==> src/umcs_pkg.sv <==
// Package for the modem control and status block
package umcs_pkg;

	// ----------------------------------------------------------------
	// Register byte addresses
	// ----------------------------------------------------------------
	localparam logic [7:0] ADDR_INT_EN   = 8'h00;
	localparam logic [7:0] ADDR_MCTL     = 8'h04;
	localparam logic [7:0] ADDR_MSTAT    = 8'h08;
	localparam logic [7:0] ADDR_EFEAT    = 8'h0c;
	localparam logic [7:0] ADDR_FLOW_THR = 8'h10;
	localparam logic [7:0] ADDR_TRIG_LVL = 8'h14;
	localparam logic [7:0] ADDR_EVT_ST   = 8'h18;
	localparam logic [7:0] ADDR_EVT_MASK = 8'h1c;
	localparam logic [7:0] ADDR_LINE_IN  = 8'h20;

	// ----------------------------------------------------------------
	// Field positions
	// ----------------------------------------------------------------
	localparam int MC_PRESCALE  = 7;
	localparam int MC_GATE      = 6;
	localparam int MC_XON_ANY   = 5;
	localparam int MC_LOOP      = 4;
	localparam int MC_IRQ_EN    = 3;
	localparam int MC_FRDY      = 2;
	localparam int MC_RTS       = 1;
	localparam int MC_DTR       = 0;
	localparam int EF_WR_EN     = 4;
	localparam int EF_AUTO_RTS  = 6;
	localparam int IE_CTS       = 7;
	localparam int IE_RTS       = 6;
	localparam int IE_XOFF      = 5;
	localparam int IE_MODEM     = 3;

	// ----------------------------------------------------------------
	// Reset values and counts
	// ----------------------------------------------------------------
	localparam logic [7:0] RST_BYTE    = 8'h00;
	localparam logic [1:0] PRESCALE_DIV = 2'h3;

	// Event status bits
	localparam int EV_MSR  = 0;
	localparam int EV_CTS  = 1;
	localparam int EV_RTS  = 2;
	localparam int EV_XOFF = 3;
	localparam int EV_W    = 4;

	typedef struct packed {
		logic cd;
		logic ri;
		logic dsr;
		logic cts;
	} umcs_modem_t;

endpackage : umcs_pkg

==> src/umcs_top.sv <==
// Modem control and status logic for one channel, APB reachable
// How it works
// Control bit 7 chooses undivided or divide-by-four clock for baud generator.
// Control bit 6 high opens access to flow threshold and trigger registers.
// Control bit 5 enables resume of halted transmission on any character.
// Control bits 7..5 writable only while enhanced feature bit 4 set.
// Control bit 4 loops TX to RX and control bits to status.
// Loop-back status 7,6,5,4 equal control 3,2,0,1.
// Control bit 3 low floats irq outputs, output pin high; high reverses.
// Control bit 2 enables the FIFO ready summary register.
// Control bit 1 drives RTS low when set unless auto RTS owns it.
// Control bit 0 drives DTR low when set.
// Outside loop-back status 7..4 show inverted CD, RI, DSR, CTS inputs.
// Delta CD, DSR, CTS flags set on any change, cleared by read.
// Delta RI flag set only on low-to-high of RI source, cleared by read.
// Enable bits 7,6,5 gate CTS, RTS, Xoff interrupts; reset disabled.
// CTS and RTS interrupts fire on active-to-inactive line change.
// Channel interrupt active when any enabled source that is not masked fires.
// Enable bits 7..4 writable only while enhanced feature bit 4 set.
// Status read returns flags before read, clears after, keeps new changes.
`timescale 1ns/10ps
`default_nettype none

module umcs_top (
	input  wire logic                 clock,
	input  wire logic                 reset,
	input  wire logic                 psel,
	input  wire logic                 penable,
	input  wire logic                 pwrite,
	input  wire logic [7:0]           paddr,
	input  wire logic [31:0]          pwdata,
	output logic      [31:0]          prdata,
	output logic                      pready,
	output logic                      pslverr,
	input  wire umcs_pkg::umcs_modem_t modem_in_n,
	input  wire logic                 tx_serial,
	input  wire logic                 rx_pin,
	input  wire logic                 auto_rts_n,
	input  wire logic                 xoff_seen,
	input  wire logic                 irq_req,
	output logic                      rx_serial,
	output logic                      rts_n,
	output logic                      dtr_n,
	output logic                      general_output_pin,
	output logic                      channel_irq_out,
	output logic                      channel_irq_oe,
	output logic                      baud_clk_en,
	output logic                      xon_any_en,
	output logic                      fifo_rdy_en,
	output logic                      irq
);

	// ----------------------------------------------------------------
	// Bus decode
	// ----------------------------------------------------------------
	localparam int EV_LAST = umcs_pkg::EV_W - 1;

	logic        wr_acc;
	logic        rd_acc;
	logic        mapped;
	logic [7:0]  wbyte;
	logic [7:0]  int_en_r;
	logic [7:0]  mctl_r;
	logic [7:0]  efeat_r;
	logic [7:0]  flow_thr_r;
	logic [7:0]  trig_lvl_r;
	logic [3:0]  delta_r;
	logic [3:0]  line_prev_r;
	logic [EV_LAST:0] evt_r;
	logic [EV_LAST:0] evt_mask_r;
	logic        rts_prev_r;
	logic        cts_prev_r;
	logic [1:0]  pre_cnt_r;
	logic [3:0]  line_now;
	logic [3:0]  chg;
	logic [EV_LAST:0] evt_set;
	logic        gate_ok;
	logic        rts_line;

	assign wbyte   = pwdata[7:0];
	assign pready  = 1'b1;
	assign wr_acc  = psel & penable & pwrite;
	assign rd_acc  = psel & penable & ~pwrite;
	assign gate_ok = mctl_r[umcs_pkg::MC_GATE];

	function automatic logic is_mapped(input logic [7:0] a, input logic g);
		case (a)
			umcs_pkg::ADDR_INT_EN, umcs_pkg::ADDR_MCTL, umcs_pkg::ADDR_MSTAT,
			umcs_pkg::ADDR_EFEAT, umcs_pkg::ADDR_EVT_ST, umcs_pkg::ADDR_EVT_MASK,
			umcs_pkg::ADDR_LINE_IN: is_mapped = 1'b1;
			// gated access
			umcs_pkg::ADDR_FLOW_THR, umcs_pkg::ADDR_TRIG_LVL: is_mapped = g;
			default: is_mapped = 1'b0;
		endcase
	endfunction : is_mapped

	assign mapped  = is_mapped(paddr, gate_ok);
	assign pslverr = psel & penable & ~mapped;

	// ----------------------------------------------------------------
	// Control registers
	// ----------------------------------------------------------------
	always_ff @(posedge clock or posedge reset) begin
		if (reset) begin
			mctl_r <= umcs_pkg::RST_BYTE;
		end else if (wr_acc && paddr == umcs_pkg::ADDR_MCTL) begin
			mctl_r[4:0] <= wbyte[4:0];
			// upper bits locked
			if (efeat_r[umcs_pkg::EF_WR_EN])
				mctl_r[7:5] <= wbyte[7:5];
		end
	end

	always_ff @(posedge clock or posedge reset) begin
		if (reset) begin
			int_en_r <= umcs_pkg::RST_BYTE;
		end else if (wr_acc && paddr == umcs_pkg::ADDR_INT_EN) begin
			int_en_r[3:0] <= wbyte[3:0];
			// upper bits locked
			if (efeat_r[umcs_pkg::EF_WR_EN])
				int_en_r[7:4] <= wbyte[7:4];
		end
	end

	always_ff @(posedge clock or posedge reset) begin
		if (reset) begin
			efeat_r    <= umcs_pkg::RST_BYTE;
			flow_thr_r <= umcs_pkg::RST_BYTE;
			trig_lvl_r <= umcs_pkg::RST_BYTE;
		end else if (wr_acc) begin
			if (paddr == umcs_pkg::ADDR_EFEAT)
				efeat_r <= wbyte;
			// gated writes
			if (gate_ok && paddr == umcs_pkg::ADDR_FLOW_THR)
				flow_thr_r <= wbyte;
			if (gate_ok && paddr == umcs_pkg::ADDR_TRIG_LVL)
				trig_lvl_r <= wbyte;
		end
	end

	// ----------------------------------------------------------------
	// Modem lines
	// ----------------------------------------------------------------
	// loop source select
	// loop-back mapping
	// inverted inputs
	always_comb begin
		if (mctl_r[umcs_pkg::MC_LOOP])
			line_now = {mctl_r[3], mctl_r[2], mctl_r[0], mctl_r[1]};
		else
			line_now = ~{modem_in_n.cd, modem_in_n.ri, modem_in_n.dsr, modem_in_n.cts};
	end

	// TX looped to RX
	assign rx_serial = mctl_r[umcs_pkg::MC_LOOP] ? tx_serial : rx_pin;

	// any-edge detect
	// RI rising only
	assign chg = {line_now[3] ^ line_prev_r[3],
			line_now[2] & ~line_prev_r[2],
			line_now[1] ^ line_prev_r[1],
			line_now[0] ^ line_prev_r[0]};

	always_ff @(posedge clock or posedge reset) begin
		if (reset)
			line_prev_r <= 4'h0;
		else
			line_prev_r <= line_now;
	end

	// set wins over read clear
	always_ff @(posedge clock or posedge reset) begin
		if (reset)
			delta_r <= 4'h0;
		else if (rd_acc && paddr == umcs_pkg::ADDR_MSTAT)
			delta_r <= chg;
		else
			delta_r <= delta_r | chg;
	end

	// RTS ownership
	assign rts_line = efeat_r[umcs_pkg::EF_AUTO_RTS] ? auto_rts_n : ~mctl_r[umcs_pkg::MC_RTS];

	always_ff @(posedge clock or posedge reset) begin
		if (reset) begin
			rts_n <= 1'b1;
			dtr_n <= 1'b1;
			general_output_pin <= 1'b1;
		end else begin
			rts_n <= rts_line;
			// DTR drive
			dtr_n <= ~mctl_r[umcs_pkg::MC_DTR];
			// output pin level
			general_output_pin <= ~mctl_r[umcs_pkg::MC_IRQ_EN];
		end
	end

	// prescaler
	always_ff @(posedge clock or posedge reset) begin
		if (reset)
			pre_cnt_r <= 2'h0;
		else
			pre_cnt_r <= pre_cnt_r + 2'h1;
	end
	assign baud_clk_en = ~mctl_r[umcs_pkg::MC_PRESCALE] | (pre_cnt_r == umcs_pkg::PRESCALE_DIV);

	// resume on any char
	assign xon_any_en  = mctl_r[umcs_pkg::MC_XON_ANY];
	// ready summary enable
	assign fifo_rdy_en = mctl_r[umcs_pkg::MC_FRDY];

	// ----------------------------------------------------------------
	// Interrupts
	// ----------------------------------------------------------------
	always_ff @(posedge clock or posedge reset) begin
		if (reset) begin
			cts_prev_r <= 1'b1;
			rts_prev_r <= 1'b1;
		end else begin
			cts_prev_r <= modem_in_n.cts;
			rts_prev_r <= rts_line;
		end
	end

	// per-source enables
	// inactive-going edges
	always_comb begin
		evt_set = '0;
		evt_set[umcs_pkg::EV_MSR]  = |chg & int_en_r[umcs_pkg::IE_MODEM];
		evt_set[umcs_pkg::EV_CTS]  = modem_in_n.cts & ~cts_prev_r & int_en_r[umcs_pkg::IE_CTS];
		evt_set[umcs_pkg::EV_RTS]  = rts_line & ~rts_prev_r & int_en_r[umcs_pkg::IE_RTS];
		evt_set[umcs_pkg::EV_XOFF] = xoff_seen & int_en_r[umcs_pkg::IE_XOFF];
	end

	always_ff @(posedge clock or posedge reset) begin
		if (reset)
			evt_r <= '0;
		else if (wr_acc && paddr == umcs_pkg::ADDR_EVT_ST)
			evt_r <= (evt_r & ~wbyte[EV_LAST:0]) | evt_set;
		else
			evt_r <= evt_r | evt_set;
	end

	always_ff @(posedge clock or posedge reset) begin
		if (reset)
			evt_mask_r <= '0;
		else if (wr_acc && paddr == umcs_pkg::ADDR_EVT_MASK)
			evt_mask_r <= wbyte[EV_LAST:0];
	end

	// interrupt combine
	// Mask bit set hides a source; reset value leaves every source visible
	assign irq = |(evt_r & ~evt_mask_r) | irq_req;
	// irq tri-state control
	assign channel_irq_oe  = mctl_r[umcs_pkg::MC_IRQ_EN];
	assign channel_irq_out = irq;

	// ----------------------------------------------------------------
	// Read data
	// ----------------------------------------------------------------
	always_ff @(posedge clock or posedge reset) begin
		if (reset)
			prdata <= 32'h0;
		else if (psel && !penable && !pwrite) begin
			case (paddr)
				umcs_pkg::ADDR_INT_EN:   prdata <= {24'h0, int_en_r};
				umcs_pkg::ADDR_MCTL:     prdata <= {24'h0, mctl_r};
				// pre-read flags
				umcs_pkg::ADDR_MSTAT:    prdata <= {24'h0, line_now, delta_r | chg};
				umcs_pkg::ADDR_EFEAT:    prdata <= {24'h0, efeat_r};
				umcs_pkg::ADDR_FLOW_THR: prdata <= gate_ok ? {24'h0, flow_thr_r} : 32'h0;
				umcs_pkg::ADDR_TRIG_LVL: prdata <= gate_ok ? {24'h0, trig_lvl_r} : 32'h0;
				umcs_pkg::ADDR_EVT_ST:   prdata <= {28'h0, evt_r};
				umcs_pkg::ADDR_EVT_MASK: prdata <= {28'h0, evt_mask_r};
				umcs_pkg::ADDR_LINE_IN:  prdata <= {28'h0, rts_n, dtr_n, line_prev_r[1:0]};
				default:                 prdata <= 32'h0;
			endcase
		end
	end

	// ----------------------------------------------------------------
	// Checks
	// ----------------------------------------------------------------
	lock_mctl_a: assert property (@(posedge clock) disable iff (reset)
		(wr_acc && paddr == umcs_pkg::ADDR_MCTL && !efeat_r[umcs_pkg::EF_WR_EN])
		|=> mctl_r[7:5] == $past(mctl_r[7:5])) else $error("mctl upper bits changed");

	lock_int_en_a: assert property (@(posedge clock) disable iff (reset)
		(wr_acc && paddr == umcs_pkg::ADDR_INT_EN && !efeat_r[umcs_pkg::EF_WR_EN])
		|=> int_en_r[7:4] == $past(int_en_r[7:4])) else $error("enable upper bits changed");

	loop_map_a: assert property (@(posedge clock) disable iff (reset)
		mctl_r[umcs_pkg::MC_LOOP] |-> line_now == {mctl_r[3], mctl_r[2], mctl_r[0], mctl_r[1]})
		else $error("loop mapping wrong");

	loop_rx_a: assert property (@(posedge clock) disable iff (reset)
		mctl_r[umcs_pkg::MC_LOOP] |-> rx_serial == tx_serial) else $error("loop rx wrong");

	dtr_drive_a: assert property (@(posedge clock) disable iff (reset)
		##1 dtr_n == !$past(mctl_r[umcs_pkg::MC_DTR])) else $error("dtr wrong");

	gpo_pin_a: assert property (@(posedge clock) disable iff (reset)
		##1 general_output_pin == !$past(mctl_r[umcs_pkg::MC_IRQ_EN]))
		else $error("output pin wrong");

	ri_rise_a: assert property (@(posedge clock) disable iff (reset)
		(!$past(line_now[2]) && line_now[2] && !rd_acc) |=> delta_r[2]) else $error("ri lost");

	cts_keep_a: assert property (@(posedge clock) disable iff (reset)
		(delta_r[0] && !(rd_acc && paddr == umcs_pkg::ADDR_MSTAT)) |=> delta_r[0])
		else $error("delta cleared");

	irq_on_a: assert property (@(posedge clock) disable iff (reset)
		|(evt_r & ~evt_mask_r) |-> irq) else $error("irq missing");

	ier_rst_a: assert property (@(posedge clock) disable iff (reset)
		(!int_en_r[umcs_pkg::IE_CTS] && !evt_r[umcs_pkg::EV_CTS] && !wr_acc)
		|=> !evt_r[umcs_pkg::EV_CTS]) else $error("cts event while disabled");

	// ----------------------------------------------------------------
	// Checks: control outputs and register gating
	// ----------------------------------------------------------------
	// undivided clock
	baud_full_a: assert property (@(posedge clock) disable iff (reset)
		!mctl_r[umcs_pkg::MC_PRESCALE] |-> baud_clk_en) else $error("baud enable missing");

	// divided clock
	baud_div_a: assert property (@(posedge clock) disable iff (reset)
		(mctl_r[umcs_pkg::MC_PRESCALE] && baud_clk_en) ##1 mctl_r[umcs_pkg::MC_PRESCALE]
		|-> !baud_clk_en) else $error("baud enable too often");

	// gate closed
	gate_hold_a: assert property (@(posedge clock) disable iff (reset)
		(wr_acc && paddr == umcs_pkg::ADDR_FLOW_THR && !gate_ok)
		|=> flow_thr_r == $past(flow_thr_r)) else $error("threshold written while gated");

	xon_any_a: assert property (@(posedge clock) disable iff (reset)
		xon_any_en == mctl_r[umcs_pkg::MC_XON_ANY]) else $error("resume enable wrong");

	irq_oe_a: assert property (@(posedge clock) disable iff (reset)
		channel_irq_oe == mctl_r[umcs_pkg::MC_IRQ_EN]) else $error("irq enable wrong");

	frdy_en_a: assert property (@(posedge clock) disable iff (reset)
		fifo_rdy_en == mctl_r[umcs_pkg::MC_FRDY]) else $error("ready enable wrong");

	// software owns RTS
	rts_drive_a: assert property (@(posedge clock) disable iff (reset)
		!efeat_r[umcs_pkg::EF_AUTO_RTS] |=> rts_n == !$past(mctl_r[umcs_pkg::MC_RTS]))
		else $error("rts wrong");

	// ----------------------------------------------------------------
	// Checks: status and interrupts
	// ----------------------------------------------------------------
	line_inv_a: assert property (@(posedge clock) disable iff (reset)
		!mctl_r[umcs_pkg::MC_LOOP] |-> line_now == ~{modem_in_n.cd, modem_in_n.ri,
		modem_in_n.dsr, modem_in_n.cts}) else $error("line view wrong");

	cd_delta_a: assert property (@(posedge clock) disable iff (reset)
		(line_now[3] != line_prev_r[3]) |=> delta_r[3]) else $error("cd change lost");

	// read clears when quiet
	mstat_clr_a: assert property (@(posedge clock) disable iff (reset)
		(rd_acc && paddr == umcs_pkg::ADDR_MSTAT && chg == 4'h0) |=> delta_r == 4'h0)
		else $error("flags not cleared");

	ri_fall_a: assert property (@(posedge clock) disable iff (reset)
		(line_prev_r[2] && !line_now[2] && !delta_r[2]) |=> !delta_r[2])
		else $error("ri fall flagged");

	cts_evt_a: assert property (@(posedge clock) disable iff (reset)
		(int_en_r[umcs_pkg::IE_CTS] && modem_in_n.cts && !cts_prev_r)
		|=> evt_r[umcs_pkg::EV_CTS]) else $error("cts event lost");

	// read shows flags before clear
	rd_flags_a: assert property (@(posedge clock) disable iff (reset)
		(psel && !penable && !pwrite && paddr == umcs_pkg::ADDR_MSTAT)
		|=> prdata[3:0] == $past(delta_r | chg)) else $error("read flags wrong");

endmodule : umcs_top

`default_nettype wire

==> config.mk <==
export PLATFORM = sky130hd
export DESIGN_NAME = umcs_top
export DESIGN_NICKNAME = d
export VERILOG_FILES = /design/src/umcs_pkg.sv /design/src/umcs_top.sv
export SDC_FILE = /design/constraint.sdc
export NUM_CORES = 1
export LEC_CHECK = 0
export ABC_CLOCK_PERIOD_IN_PS = 2400
export BUFFER_PORTS_ARGS = -buffer_cell sky130_fd_sc_hd__buf_4
export CORE_MARGIN = 4
export CORE_UTILIZATION = 25
export DETAILED_ROUTE_END_ITERATION = 6
export PLACE_DENSITY = 0.47
export SYNTH_ARGS = -nofsm -noshare
export SYNTH_HDL_FRONTEND = slang
export SYNTH_SLANG_ARGS = --single-unit
export TNS_END_PERCENT = 1
==> constraint.sdc <==
create_clock -name clock -period 2.4 [get_ports clock]
set_input_delay 0.12 -clock clock [delete_from_list [all_inputs] [get_ports clock]]
set_output_delay 0.12 -clock clock [all_outputs]
set_load 0.02 [all_outputs]
# Word level (Yosys, flattened, before mapping)
# Cells that the tools add are included.
[word_totals]
ff_bits = 94
wordCells = 90
[op_classes]
addsub = 1
n_eq_ne = 9
n_mux = 9
n_bitwise = 33
reduce_logical = 21
[op_table]
columns = ["cell", "count"]
rows = [
  ["8-bit one-hot mux with 9 select lines", 1],
  ["8-bit by 5-bit equality test with 1-bit output, second input constant", 4],
  ["8-bit by 4-bit equality test with 1-bit output, second input constant", 2],
  ["8-bit two-way mux", 2],
  ["4-bit two-way mux", 3],
  ["4-bit NOT", 3],
  ["4-bit bitwise OR", 3],
  ["1-bit AND", 11],
  ["2-bit AND reduction", 5],
  ["1-bit logical AND", 9],
  ["1-bit NOT", 9],
  ["4-bit AND", 2],
  ["8-bit by 3-bit equality test with 1-bit output, second input constant", 1],
  ["8-bit by 6-bit equality test with 1-bit output, second input constant", 1],
  ["8-bit zero test", 1],
  ["4-bit OR reduction", 2],
  ["7-bit OR reduction", 1],
  ["1-bit XOR", 3],
  ["2-bit by 1-bit adder with 2-bit output, second input constant", 1],
  ["2-bit equality test, second input constant", 1],
  ["1-bit zero test", 2],
  ["1-bit two-way mux", 2],
  ["1-bit bitwise OR", 2],
  ["1-bit one-hot mux with 2 select lines", 1],
  ["2-bit OR reduction", 1],
]

# Logic depth before layout (Yosys ltp)
# Gate-level depths: netlist of run 1.
[depth]
depth_word = 7
depth_mapped = 7

# Least setup slack after synthesis of run 1
# Ideal clock, no wire load.
[synth_timing]
path_kind = "register to register"
from = "register mctl_r[3]"
to = "register prdata[7]"
setup_ns = 0.121
arrival_time_ns = 1.397
setup_slack_ns = 0.882
path_stages_with_launch = 6
synth_period_minus_slack_ns = 1.518
cell_sequence = "dfrtp_1 -> inv_1 -> mux2i_1 -> mux4_2 -> o2bb2ai_1 -> a22o_1"
[synth_between]
elab_chain_cells = 2
[synth_lines]
columns = ["element", "line", "rtl"]
rows = [
  ["start: declaration", "umcs_top.sv:63", "logic [7:0] mctl_r;"],
  ["start signal: assignment", "umcs_top.sv:105", "mctl_r <= umcs_pkg::RST_BYTE;"],
  ["start signal: assignment", "umcs_top.sv:107", "mctl_r[4:0] <= wbyte[4:0];"],
  ["4-bit two-way mux", "umcs_top.sv:148", "if (mctl_r[umcs_pkg::MC_LOOP])"],
  ["net line_now[3]", "umcs_top.sv:74", "logic [3:0] line_now;"],
  ["8-bit one-hot mux with 9 select lines", "umcs_top.sv:265", "case (paddr)"],
  ["end signal: assignment", "umcs_top.sv:266", "umcs_pkg::ADDR_INT_EN: prdata <= {24'h0, int_en_r};"],
  ["end signal: assignment", "umcs_top.sv:267", "umcs_pkg::ADDR_MCTL: prdata <= {24'h0, mctl_r};"],
  ["end signal: assignment", "umcs_top.sv:269", "umcs_pkg::ADDR_MSTAT: prdata <= {24'h0, line_now, delta_r | chg};"],
  ["end: declaration", "umcs_top.sv:32", "output logic [31:0] prdata,"],
]
# The timed path passes the listed nets, and every way through them passes these cells.
# A chain may end at the register's enable or synchronous reset.

# Final worst setup path of run 1
[layout_timing]
from = "register mctl_r[4]"
to = "register evt_r[0]"
[layout_between]
elab_chain_cells = 6
elab_cells_between_ends = 10
[layout_lines]
columns = ["element", "line", "rtl"]
rows = [
  ["4-bit two-way mux (*)", "umcs_top.sv:148", ""],
  ["net line_now[1]", "umcs_top.sv:74", ""],
  ["1-bit XOR (*)", "umcs_top.sv:161", "line_now[1] ^ line_prev_r[1],"],
  ["4-bit OR reduction (*)", "umcs_top.sv:229", "evt_set[umcs_pkg::EV_MSR] = |chg & int_en_r[umcs_pkg::IE_MODEM];"],
  ["1-bit AND (*)", "umcs_top.sv:229", ""],
  ["4-bit bitwise OR, on equally long branches", "umcs_top.sv:241, umcs_top.sv:239", ""],
  ["4-bit two-way mux (*)", "umcs_top.sv:238", "else if (wr_acc && paddr == umcs_pkg::ADDR_EVT_ST)"],
  ["end signal: assignment", "umcs_top.sv:239", "evt_r <= (evt_r & ~wbyte[EV_LAST:0]) | evt_set;"],
  ["end signal: assignment", "umcs_top.sv:241", "evt_r <= evt_r | evt_set;"],
  ["end: declaration", "umcs_top.sv:69", "logic [EV_LAST:0] evt_r;"],
]
# Mark *: on every way through the listed nets, which the timed path passes. The rest lies on a longest branch.

==> results of run 1 <==
## what timing repair did
action | CTS | global route
hold endpoints to repair | 67 | 0
hold buffers | 2 | 0
endpoints found under the setup margin | 0 | 0
resized for setup | 0 | 0
## flip-flops by register name, indices dropped and copies added (netlist names), 8 cells and up
register,flops
flow_thr_r,8
int_en_r,8
prdata,8
trig_lvl_r,8
efeat_r,8
mctl_r,8
## power by group through the flow
stage | Combinational, uW | Clock [uW] | Sequential, uW
global placement | 222 | 0 | 1220
detailed placement | 223 | 0 | 1220
floorplan | 156 | 0 | 1220
CTS | 226 | 1390 | 1200
global route | 246 | 1440 | 1200
finish | 223 | 1360 | 1200
## logic make-up (layout without fill, tap and decap cells)
kind of cell	Yosys count	count (layout)	share of synthesized area
compound gates	54	54	0.105
xor+xnor	3	3	0.00735
simple gates	62	62	0.104
flops	70	70	0.492
buf+inv	43	80	0.0746
fa+ha+maj	1	1	0.00350
mux	65	65	0.213
other cells	2	25	0.00210
## worst paths after layout
kind                               from           end  slack, ns  cells past startpoint
hold / removal                xoff_seen      evt_r[3]       0.02                      2
setup / recovery              mctl_r[4]      evt_r[0]       0.46                      4
hold reg to reg            pre_cnt_r[0]  pre_cnt_r[0]       0.43                      1
min in group asynchronous         reset  pre_cnt_r[1]       0.41                      4
max in group asynchronous         reset         dtr_n       1.62                      4
setup reg to reg              mctl_r[4]      evt_r[0]       0.46                      4
## synthesized netlist by cell type, types with 2 or more instances
| library cell | n |
|---|---|
| a21o_1 | 5 |
| a21oi_1 | 5 |
| a221oi_1 | 3 |
| a22o_1 | 5 |
| a2bb2oi_1 | 2 |
| a31oi_1 | 4 |
| and2_1 | 3 |
| buf_2 | 3 |
| buf_4 | 27 |
| clkbuf_1 | 3 |
| conb_1 | 2 |
| dfrtp_1 | 66 |
| dfstp_2 | 4 |
| inv_1 | 10 |
| mux2_2 | 47 |
| mux2i_1 | 14 |
| mux4_2 | 4 |
| nand2_1 | 16 |
| nand2_2 | 3 |
| nand3_1 | 8 |
| nand3_2 | 2 |
| nand3b_1 | 3 |
| nor2_1 | 8 |
| nor3_1 | 3 |
| nor3_4 | 2 |
| o21ai_0 | 14 |
| o22ai_1 | 4 |
| o2bb2ai_1 | 5 |
| o32ai_1 | 2 |
| xor2_1 | 3 |
## worst reg2reg max path: stages (launching register included)
cell and delay (ns):
dfrtp_1 0.64, mux2i_1 0.48, xor2_1 0.18, o41ai_1 0.37, o21ai_0 0.13
## metal layers
layer  vias to the layer above  routed length (microns)  track usage
li1                       1164                        -            -
met1                      1242                     4670        0.183
met2                       100                     4080        0.174
met3                        13                      596       0.0318
met4                         0                      176       0.0416
met5                         -                        0            0
## stage by stage
stage                     cells  hold slack [ns]
final                       540           0.0245
after global routing        540           0.0519
after CTS                   540           0.0199
after detailed placement    522            0.241
after global placement      522            0.238
after floorplan             323            0.124
## layout make-up
cell class                      count  share of cell area
Clock inverter                      6              0.0157
Multi-Input combinational cell    210               0.373
Sequential cell                    70               0.400
Timing Repair Buffer               54              0.0964
Clock buffer                       10              0.0545
Tap cell                          180              0.0513
Inverter                           10             0.00856
==> results.py, run 1 <==
metrics = {
    "outcome": {
        "status": "finished clean",
    },
    "clock_tree": {
        "clk_latency_ns": 0.34,
        "clk_pin_slew_ns": 0.06,
        "clockRootBuffer": "clkbuf_16",
        "clk_path_buf_depth": 2,
        "htreeDepth": 3,
        "clock_sinks": 70,
        "cts_buffers": 9,
        "cts_tree": "built",
        "postCtsSetupRepairBufs": 0,
    },
    "placed_design": {
        "port_buffers": 48,
        "placed_area_sq_um": 4060,
        "hpwl_mm": 7.22,
        "pre_cts_slack_ns": 0.418,
        "place_congestion": 0.853,
    },
    "critical_path": {
        "slowest_delay_ns": 0.64,
        "end_kind": "flop",
        "path_class": "reg -> reg",
        "critPathArrivalTime_ns": 2.14,
        "cpLargestDelayFamily": "flip-flops",
        "required_ns": 2.60,
        "crit_slowest_cell": "dfrtp_1",
        "cp_max_fo": 8,
        "worstPathCellList": "mux2i_1, xor2_1, o41ai_1, o21ai_0",
        "critPathBufInv": 0,
        "cp-start-kind": "flop",
    },
    "synthesis": {
        "yosys_warnings": 0,
        "ys.flop_type": "dfrtp_1",
        "synth-seq-cells": 70,
        "yosys.area.top_type": "dfrtp_1",
        "synth-seq-area-share": 0.492,
        "avgSynthCellArea_sq_um": 11.9,
        "syn_area_sq_um": 3570,
        "synthCells": 300,
        "synth_area_leaders": "dfrtp_1 46%, mux2_2 15%, buf_4 5.7%",
        "yosysUniqueCellTypes": 50,
        "synth_edf_count": 0,
        "async_reset_ff_frac": 1.00,
        "yosysTopAreaCellShare": 0.462,
    },
    "pwr": {
        "switchingPower_uw": 675,
        "power_density_nw_per_um2": 635,
        "swShare": 0.242,
        "p_seq_frac": 0.432,
        "power_uw": 2780,
        "irDropWorstVdd_v": 0.000386,
        "p_leak_uw": 0.00200,
        "power_frac_clock": 0.488,
        "p_comb_frac": 0.080,
        "internal_power_uw": 2110,
    },
    "timing": {
        "setup_viol": 0,
        "clock_skew_ns": 0.00873,
        "rsz0062_at_grt": "false",
        "tns_ns": 0,
        "final.setup.worst_slack_ns": 0.461,
        "finalHoldViolCount": 0,
        "fmax_ghz": 0.516,
        "slew_violations": 0,
        "period_share": 0.808,
        "layout_min_cycle_time_ns": 1.94,
    },
    "die": {
        "placementRows": 43,
        "dieArea_sq_um": 16300,
        "dieHeight_microns": 128,
        "io_pins": 98,
        "start_util": 0.256,
        "core_area_sq_um": 13900,
        "die_w_microns": 128,
    },
    "cells_and_area": {
        "fin_util": 0.315,
        "syn2layout_area_growth_pct": 22.8,
        "layout_common_cells": "66 x dfrtp_1, 51 x buf_4, 47 x mux2_2",
        "drive_gt1_frac": 0.381,
        "nets": 410,
        "multi_input_area_sq_um": 1640,
        "regArea_sq_um": 1760,
        "layout_commonest_cell": "dfrtp_1",
        "fillerInstances": 1442,
        "post-route-cell-area_sq_um": 4390,
        "antenna_cells": 0,
    },
    "grt": {
        "grt_pass1_wl_mm": 15.3,
        "grt.total_usage": 0.124,
        "grt_max_degree": 71,
        "grt_pass1_vias": 2560,
        "antenna_found_initial": 0,
        "grt-ovfl-total": 0,
    },
    "route": {
        "routed_via_density": 4.66,
        "routed_wl_mm": 9.52,
        "ant_nets": 0,
        "drt_pass1_iterations": 4,
        "drcViolationCount": 0,
        "first_iter_violations": 141,
        "routed-via-count": 2519,
        "wl_per_cell_microns": 17.6,
    },
    "worst_hold_path": {
        "worstHoldPathType": "in -> reg",
    },
    "run": {
        "max-cap-violations": 0,
    },
}
Note: power is estimated with default switching activity, not from simulation.
==> run 2, diff against run 1 <==
Settings changed: ABC_CLOCK_PERIOD_IN_PS 2400 to 2000.
Clock period 2.4 ns to 2 ns, I/O delays scaled along.
==> run 2 against run 1 <==
Combinational power rose by 26%. Cell area grew 1.8%. Total power increased by 24%. Worst setup slack got worse by 0.36 ns. Die area did not move. Wire length increased by 1.3%. Clock power rose by 27%. Fmax grew 2.4%. First-iteration DRC count is 18% higher. Utilization rose by 0.57 points.
==> results.py, run 2 (synthesis gave the netlist of run 1 again) <==
metrics = {
    "cells_and_area": {
        "fin_util": 0.320,
        "syn2layout_area_growth_pct": 25.0,
        "fillerInstances": 1433,
        "layout_common_cells": "66 x dfrtp_1, 59 x buf_4, 47 x mux2_2",
        "layout_commonest_cell": "dfrtp_1",
        "final_cell_count_no_fill": 548,
        "drive_gt1_frac": 0.394,
        "antenna_cells": 0,
        "nets": 418,
    },
    "timing": {
        "fmax_ghz": 0.528,
        "period_share": 0.947,
        "worst_pin_slew_ns": 0.624,
        "setup_viol": 0,
        "layout_min_cycle_time_ns": 1.89,
        "slew_violations": 0,
        "timing.hold.ws_ns": 0.00790,
        "finalHoldViolCount": 0,
        "maxSlewHeadroom": 0.584,
        "clock_skew_ns": 0.00761,
        "rsz0062_at_grt": "false",
        "tns_ns": 0,
    },
    "pwr": {
        "power_density_nw_per_um2": 772,
        "p_leak_uw": 0.00204,
        "irDropWorstVdd_v": 0.000482,
    },
    "placed_design": {
        "dpl.cell_count": 530,
        "hpwl_mm": 7.44,
        "port_buffers": 48,
        "place_congestion": 0.844,
    },
    "grt": {
        "grt_pass1_wl_mm": 15.4,
        "grt_pass1_vias": 2612,
        "grt-ovfl-total": 0,
        "grt_max_degree": 35,
        "grt.total_usage": 0.125,
        "antenna_found_initial": 0,
    },
    "clock_tree": {
        "clk_pin_slew_ns": 0.06,
        "cts_buffers": 9,
        "clockRootBuffer": "clkbuf_16",
        "postCtsSetupRepairBufs": 0,
        "clock_sinks": 70,
        "htreeDepth": 3,
        "cts_tree": "built",
        "clk_latency_ns": 0.33,
        "clk_path_buf_depth": 2,
    },
    "critical_path": {
        "cp-start-kind": "flop",
        "critPathArrivalTime_ns": 2.11,
        "path_class": "reg -> reg",
        "cp_max_fo": 7,
        "required_ns": 2.22,
        "end_kind": "flop",
        "worstSetupStartpoint": "mctl_r[4]",
        "r2r_start": "mctl_r[4]",
    },
    "route": {
        "first_iter_violations": 167,
        "routed-via-count": 2556,
        "routed_wl_mm": 9.64,
        "routed_via_density": 4.66,
        "drcViolationCount": 0,
        "drt_pass1_iterations": 4,
        "ant_nets": 0,
        "wl_per_cell_microns": 17.6,
    },
    "die": {
        "die_w_microns": 128,
        "dieHeight_microns": 128,
        "placementRows": 43,
        "dieArea_sq_um": 16300,
        "core_area_sq_um": 13900,
        "io_pins": 98,
        "start_util": 0.256,
    },
    "worst_hold_path": {
        "hp-start": "modem_in_n[3]",
        "worstHoldPathType": "in -> reg",
    },
    "run": {
        "max-cap-violations": 0,
    },
    "outcome": {
        "status": "finished clean",
    },
}
==> run 2: changes by cell type in the layout (fill, tap and decap cells not counted) <==
cell / previous run / this run
buf_4: 51 / 59
bufinv_16: 1 / 2
clkbuf_1: 0 / 1
clkbuf_8: 1 / 0
clkinv_2: 1 / 0
clkinv_4: 1 / 2
inv_6: 2 / 1
mux2i_1: 14 / 13
mux2i_2: 0 / 1
==> run 2: timing repair <==
| item | CTS | global route |
|---|---|---|
| endpoints found under the setup margin | 0 | 2 |
| hold endpoints to repair | 23 | 0 |
| hold buffers | 2 | 0 |
| gates resized for setup | 0 | 1 |
==> run 2: metrics by stage <==
| step | area [sq um] | power, uW | setup WS, ns |
|---|---|---|---|
| floorplan | 3660 | 1650 | 0.138 |
| global placement | 4120 | 1740 | 0.135 |
| detailed placement | 4120 | 1750 | 0.0346 |
| CTS | 4460 | 3490 | 0.0144 |
| global route | 4470 | 3570 | 0.00624 |
| finish | 4470 | 3450 | 0.106 |
==> run 2: path summary, 6_finish.rpt <==
check / to / slack [ns] / cells after the start
min in group asynchronous: mctl_r[4] / 0.41 / 3
min: line_prev_r[3] / 0.008 / 2
max reg2reg: prdata[5] / 0.11 / 5
min reg2reg: pre_cnt_r[0] / 0.43 / 1
max: prdata[5] / 0.11 / 5
max in group asynchronous: int_en_r[0] / 0.98 / 4
==> run 2: layout make-up <==
type	count	area, sq um	share of cell area
flip-flops and latches	70	1760	0.393
repair buffers	62	483	0.108
multi-input cells	210	1640	0.367
clock inverters	6	93.8	0.0210
clock buffers	10	229	0.0513
well taps	180	225	0.0504
inverters	10	37.5	0.00841
==> run 2: layer usage <==
metal / track usage / up-vias / wire (microns)
met1: 0.186 / 1282 / 4650
li1: - / 1175 / -
met4: 0.0284 / 0 / 87
met3: 0.0305 / 5 / 601
met2: 0.183 / 94 / 4300
met5: 0 / - / 0
==> run 2: worst max-delay path, cell delays in order, from the launching register on <==
cell and delay [ns]:
dfrtp_1 0.60, mux2i_1 0.21, buf_4 0.19, mux4_2 0.44, o2bb2ai_1 0.14, a22o_1 0.20
==> run 2: power breakdown <==
| group | switching [uW] | total [uW] | internal (uW) |
|---|---|---|---|
| sequential | 9.82 | 1440 | 1430 |
| clock | 624 | 1730 | 1100 |
| combinational | 181 | 282 | 102 |
==> run 3, diff against run 2 <==
Settings changed: ABC_CLOCK_PERIOD_IN_PS 2000 to 1800.
Clock period 2 ns to 1.8 ns, I/O delays scaled along.
==> run 3 against run 2 <==
Hold slack better by 0.031 ns. Count of clock-buffer cells in the layout is 5 higher. Non-clock buffer count is 11 higher. Highest routed layer unchanged. Sequential share of layout area down 0.26 points. Flip-flop and latch count stayed put.
==> results.py, run 3 (synthesis gave the netlist of run 1 again) <==
metrics = {
    "clock_tree": {
        "clockRootBuffer": "clkbuf_16",
        "clk_pin_slew_ns": 0.06,
        "htreeDepth": 3,
        "clk_path_buf_depth": 2,
        "cts_tree": "built",
        "clock_sinks": 70,
        "clk_latency_ns": 0.33,
        "cts_buffers": 9,
    },
    "critical_path": {
        "cpLargestDelayFamily": "multiplexers",
        "worstSetupEndpoint": "prdata[7]",
        "r2r_cells": 5,
        "worstSetupStartpoint": "mctl_r[4]",
        "critPathArrivalTime_ns": 1.94,
        "required_ns": 2.01,
        "cp_max_fo": 7,
        "crit_slowest_cell": "dfrtp_2",
        "end_kind": "flop",
        "critPathBufInv": 1,
        "ff2ff_setup_slack_ns": 0.07,
        "r2r_start": "mctl_r[4]",
        "slowest_delay_ns": 0.48,
        "cp.depth": 5,
        "worstPathCellList": "mux2i_2, buf_4, mux4_2, o2bb2ai_1, a22o_1",
        "cp-start-kind": "flop",
        "path_class": "reg -> reg",
        "r2r-end": "prdata[7]",
    },
    "cells_and_area": {
        "final_cell_count_no_fill": 559,
        "layout_commonest_cell": "buf_4",
        "antenna_cells": 0,
        "fillerInstances": 1456,
        "drive_gt1_frac": 0.401,
        "post-route-cell-area_sq_um": 4500,
        "regArea_sq_um": 1760,
        "syn2layout_area_growth_pct": 25.9,
        "layout_common_cells": "69 x buf_4, 65 x dfrtp_1, 47 x mux2_2",
        "nets": 429,
        "multi_input_area_sq_um": 1640,
    },
    "placed_design": {
        "place_congestion": 0.821,
        "dpl.cell_count": 540,
        "port_buffers": 48,
        "hpwl_mm": 7.54,
        "placed_area_sq_um": 4200,
    },
    "route": {
        "first_iter_violations": 109,
        "wl_per_cell_microns": 17.3,
        "drt_pass1_iterations": 4,
        "routed-via-count": 2569,
        "drcViolationCount": 0,
        "ant_nets": 0,
        "routed_wl_mm": 9.70,
        "routed_via_density": 4.60,
    },
    "timing": {
        "worst_pin_slew_ns": 0.515,
        "tns_ns": 0,
        "layout_min_cycle_time_ns": 1.73,
        "period_share": 0.962,
        "timing.hold.ws_ns": 0.0384,
        "rsz0062_at_grt": "false",
        "clock_skew_ns": 0.00629,
        "finalHoldViolCount": 0,
        "fmax_ghz": 0.577,
        "setup_viol": 0,
        "slew_violations": 0,
        "maxSlewHeadroom": 0.656,
    },
    "grt": {
        "grt.total_usage": 0.125,
        "grt_max_degree": 33,
        "grt_pass1_vias": 2677,
        "grt-ovfl-total": 0,
        "antenna_found_initial": 0,
        "grt_pass1_wl_mm": 15.4,
    },
    "pwr": {
        "p_leak_uw": 0.00206,
        "power_density_nw_per_um2": 785,
        "power_uw": 3530,
        "irDropWorstVdd_v": 0.000342,
    },
    "die": {
        "io_pins": 98,
        "die_w_microns": 128,
        "dieArea_sq_um": 16300,
        "start_util": 0.256,
        "core_area_sq_um": 13900,
        "placementRows": 43,
        "dieHeight_microns": 128,
    },
    "worst_hold_path": {
        "worstHoldPathType": "in -> reg",
    },
    "run": {
        "max-cap-violations": 0,
    },
    "outcome": {
        "status": "finished clean",
    },
}
==> run 3: changes by cell type in the layout (fill, tap and decap cells not counted), moves of 2 or more <==
cell | previous run | this run
clkinv_4 | 2 | 0
bufinv_16 | 2 | 0
buf_4 | 59 | 69
clkbuf_1 | 1 | 5
==> run 3: power by group <==
| part | total, uW | internal (uW) | switching (uW) |
|---|---|---|---|
| clock network | 1610 | 973 | 637 |
| logic | 319 | 120 | 200 |
| registers | 1600 | 1590 | 10.0 |
| total | 3530 | 2680 | 847 |
==> run 3: worst min-delay path by stage <==
stage / from / endpoint / cells after the start
final: pwdata[7] / efeat_r[7] / 2
after global routing: pwdata[5] / mctl_r[5] / 2
after CTS: pwdata[7] / efeat_r[7] / 2
after detailed placement: reset / line_prev_r[3] / 2
after global placement: reset / line_prev_r[3] / 2
after floorplan: modem_in_n[0] / cts_prev_r / 0
==> run 3: timing repair <==
item                                    4_1_cts  5_1_grt
hold buffers                                  3        0
endpoints found under the setup margin        0        5
setup buffers                                 0        0
endpoints found under the hold margin        13        0
gates resized for setup                       0        2
==> run 3: metal layers <==
| metal | wire, microns | GRT usage | vias to the layer above |
|---|---|---|---|
| met3 | 498 | 0.0230 | 12 |
| met5 | 0 | 0 | - |
| met2 | 4410 | 0.188 | 86 |
| met1 | 4670 | 0.182 | 1275 |
| met4 | 115 | 0.0372 | 0 |
| li1 | - | - | 1196 |
==> run 3: stage by stage <==
| step | setup WS, ns | utilization |
|---|---|---|
| after floorplan | 0.282 | - |
| after global placement | 0.0558 | 0.301 |
| after detailed placement | 0.0301 | 0.301 |
| after CTS | 0.0219 | 0.322 |
| after global routing | 0.0106 | 0.323 |
| final | 0.0676 | 0.323 |
==> run 3: final cells by class <==
type,instances,area share
Timing Repair Buffer,73,0.126
Clock buffer,15,0.0573
Tap cell,180,0.0501
Clock inverter,1,0.00167
Multi-Input combinational cell,210,0.365
Sequential cell,70,0.391
Inverter,10,0.00918
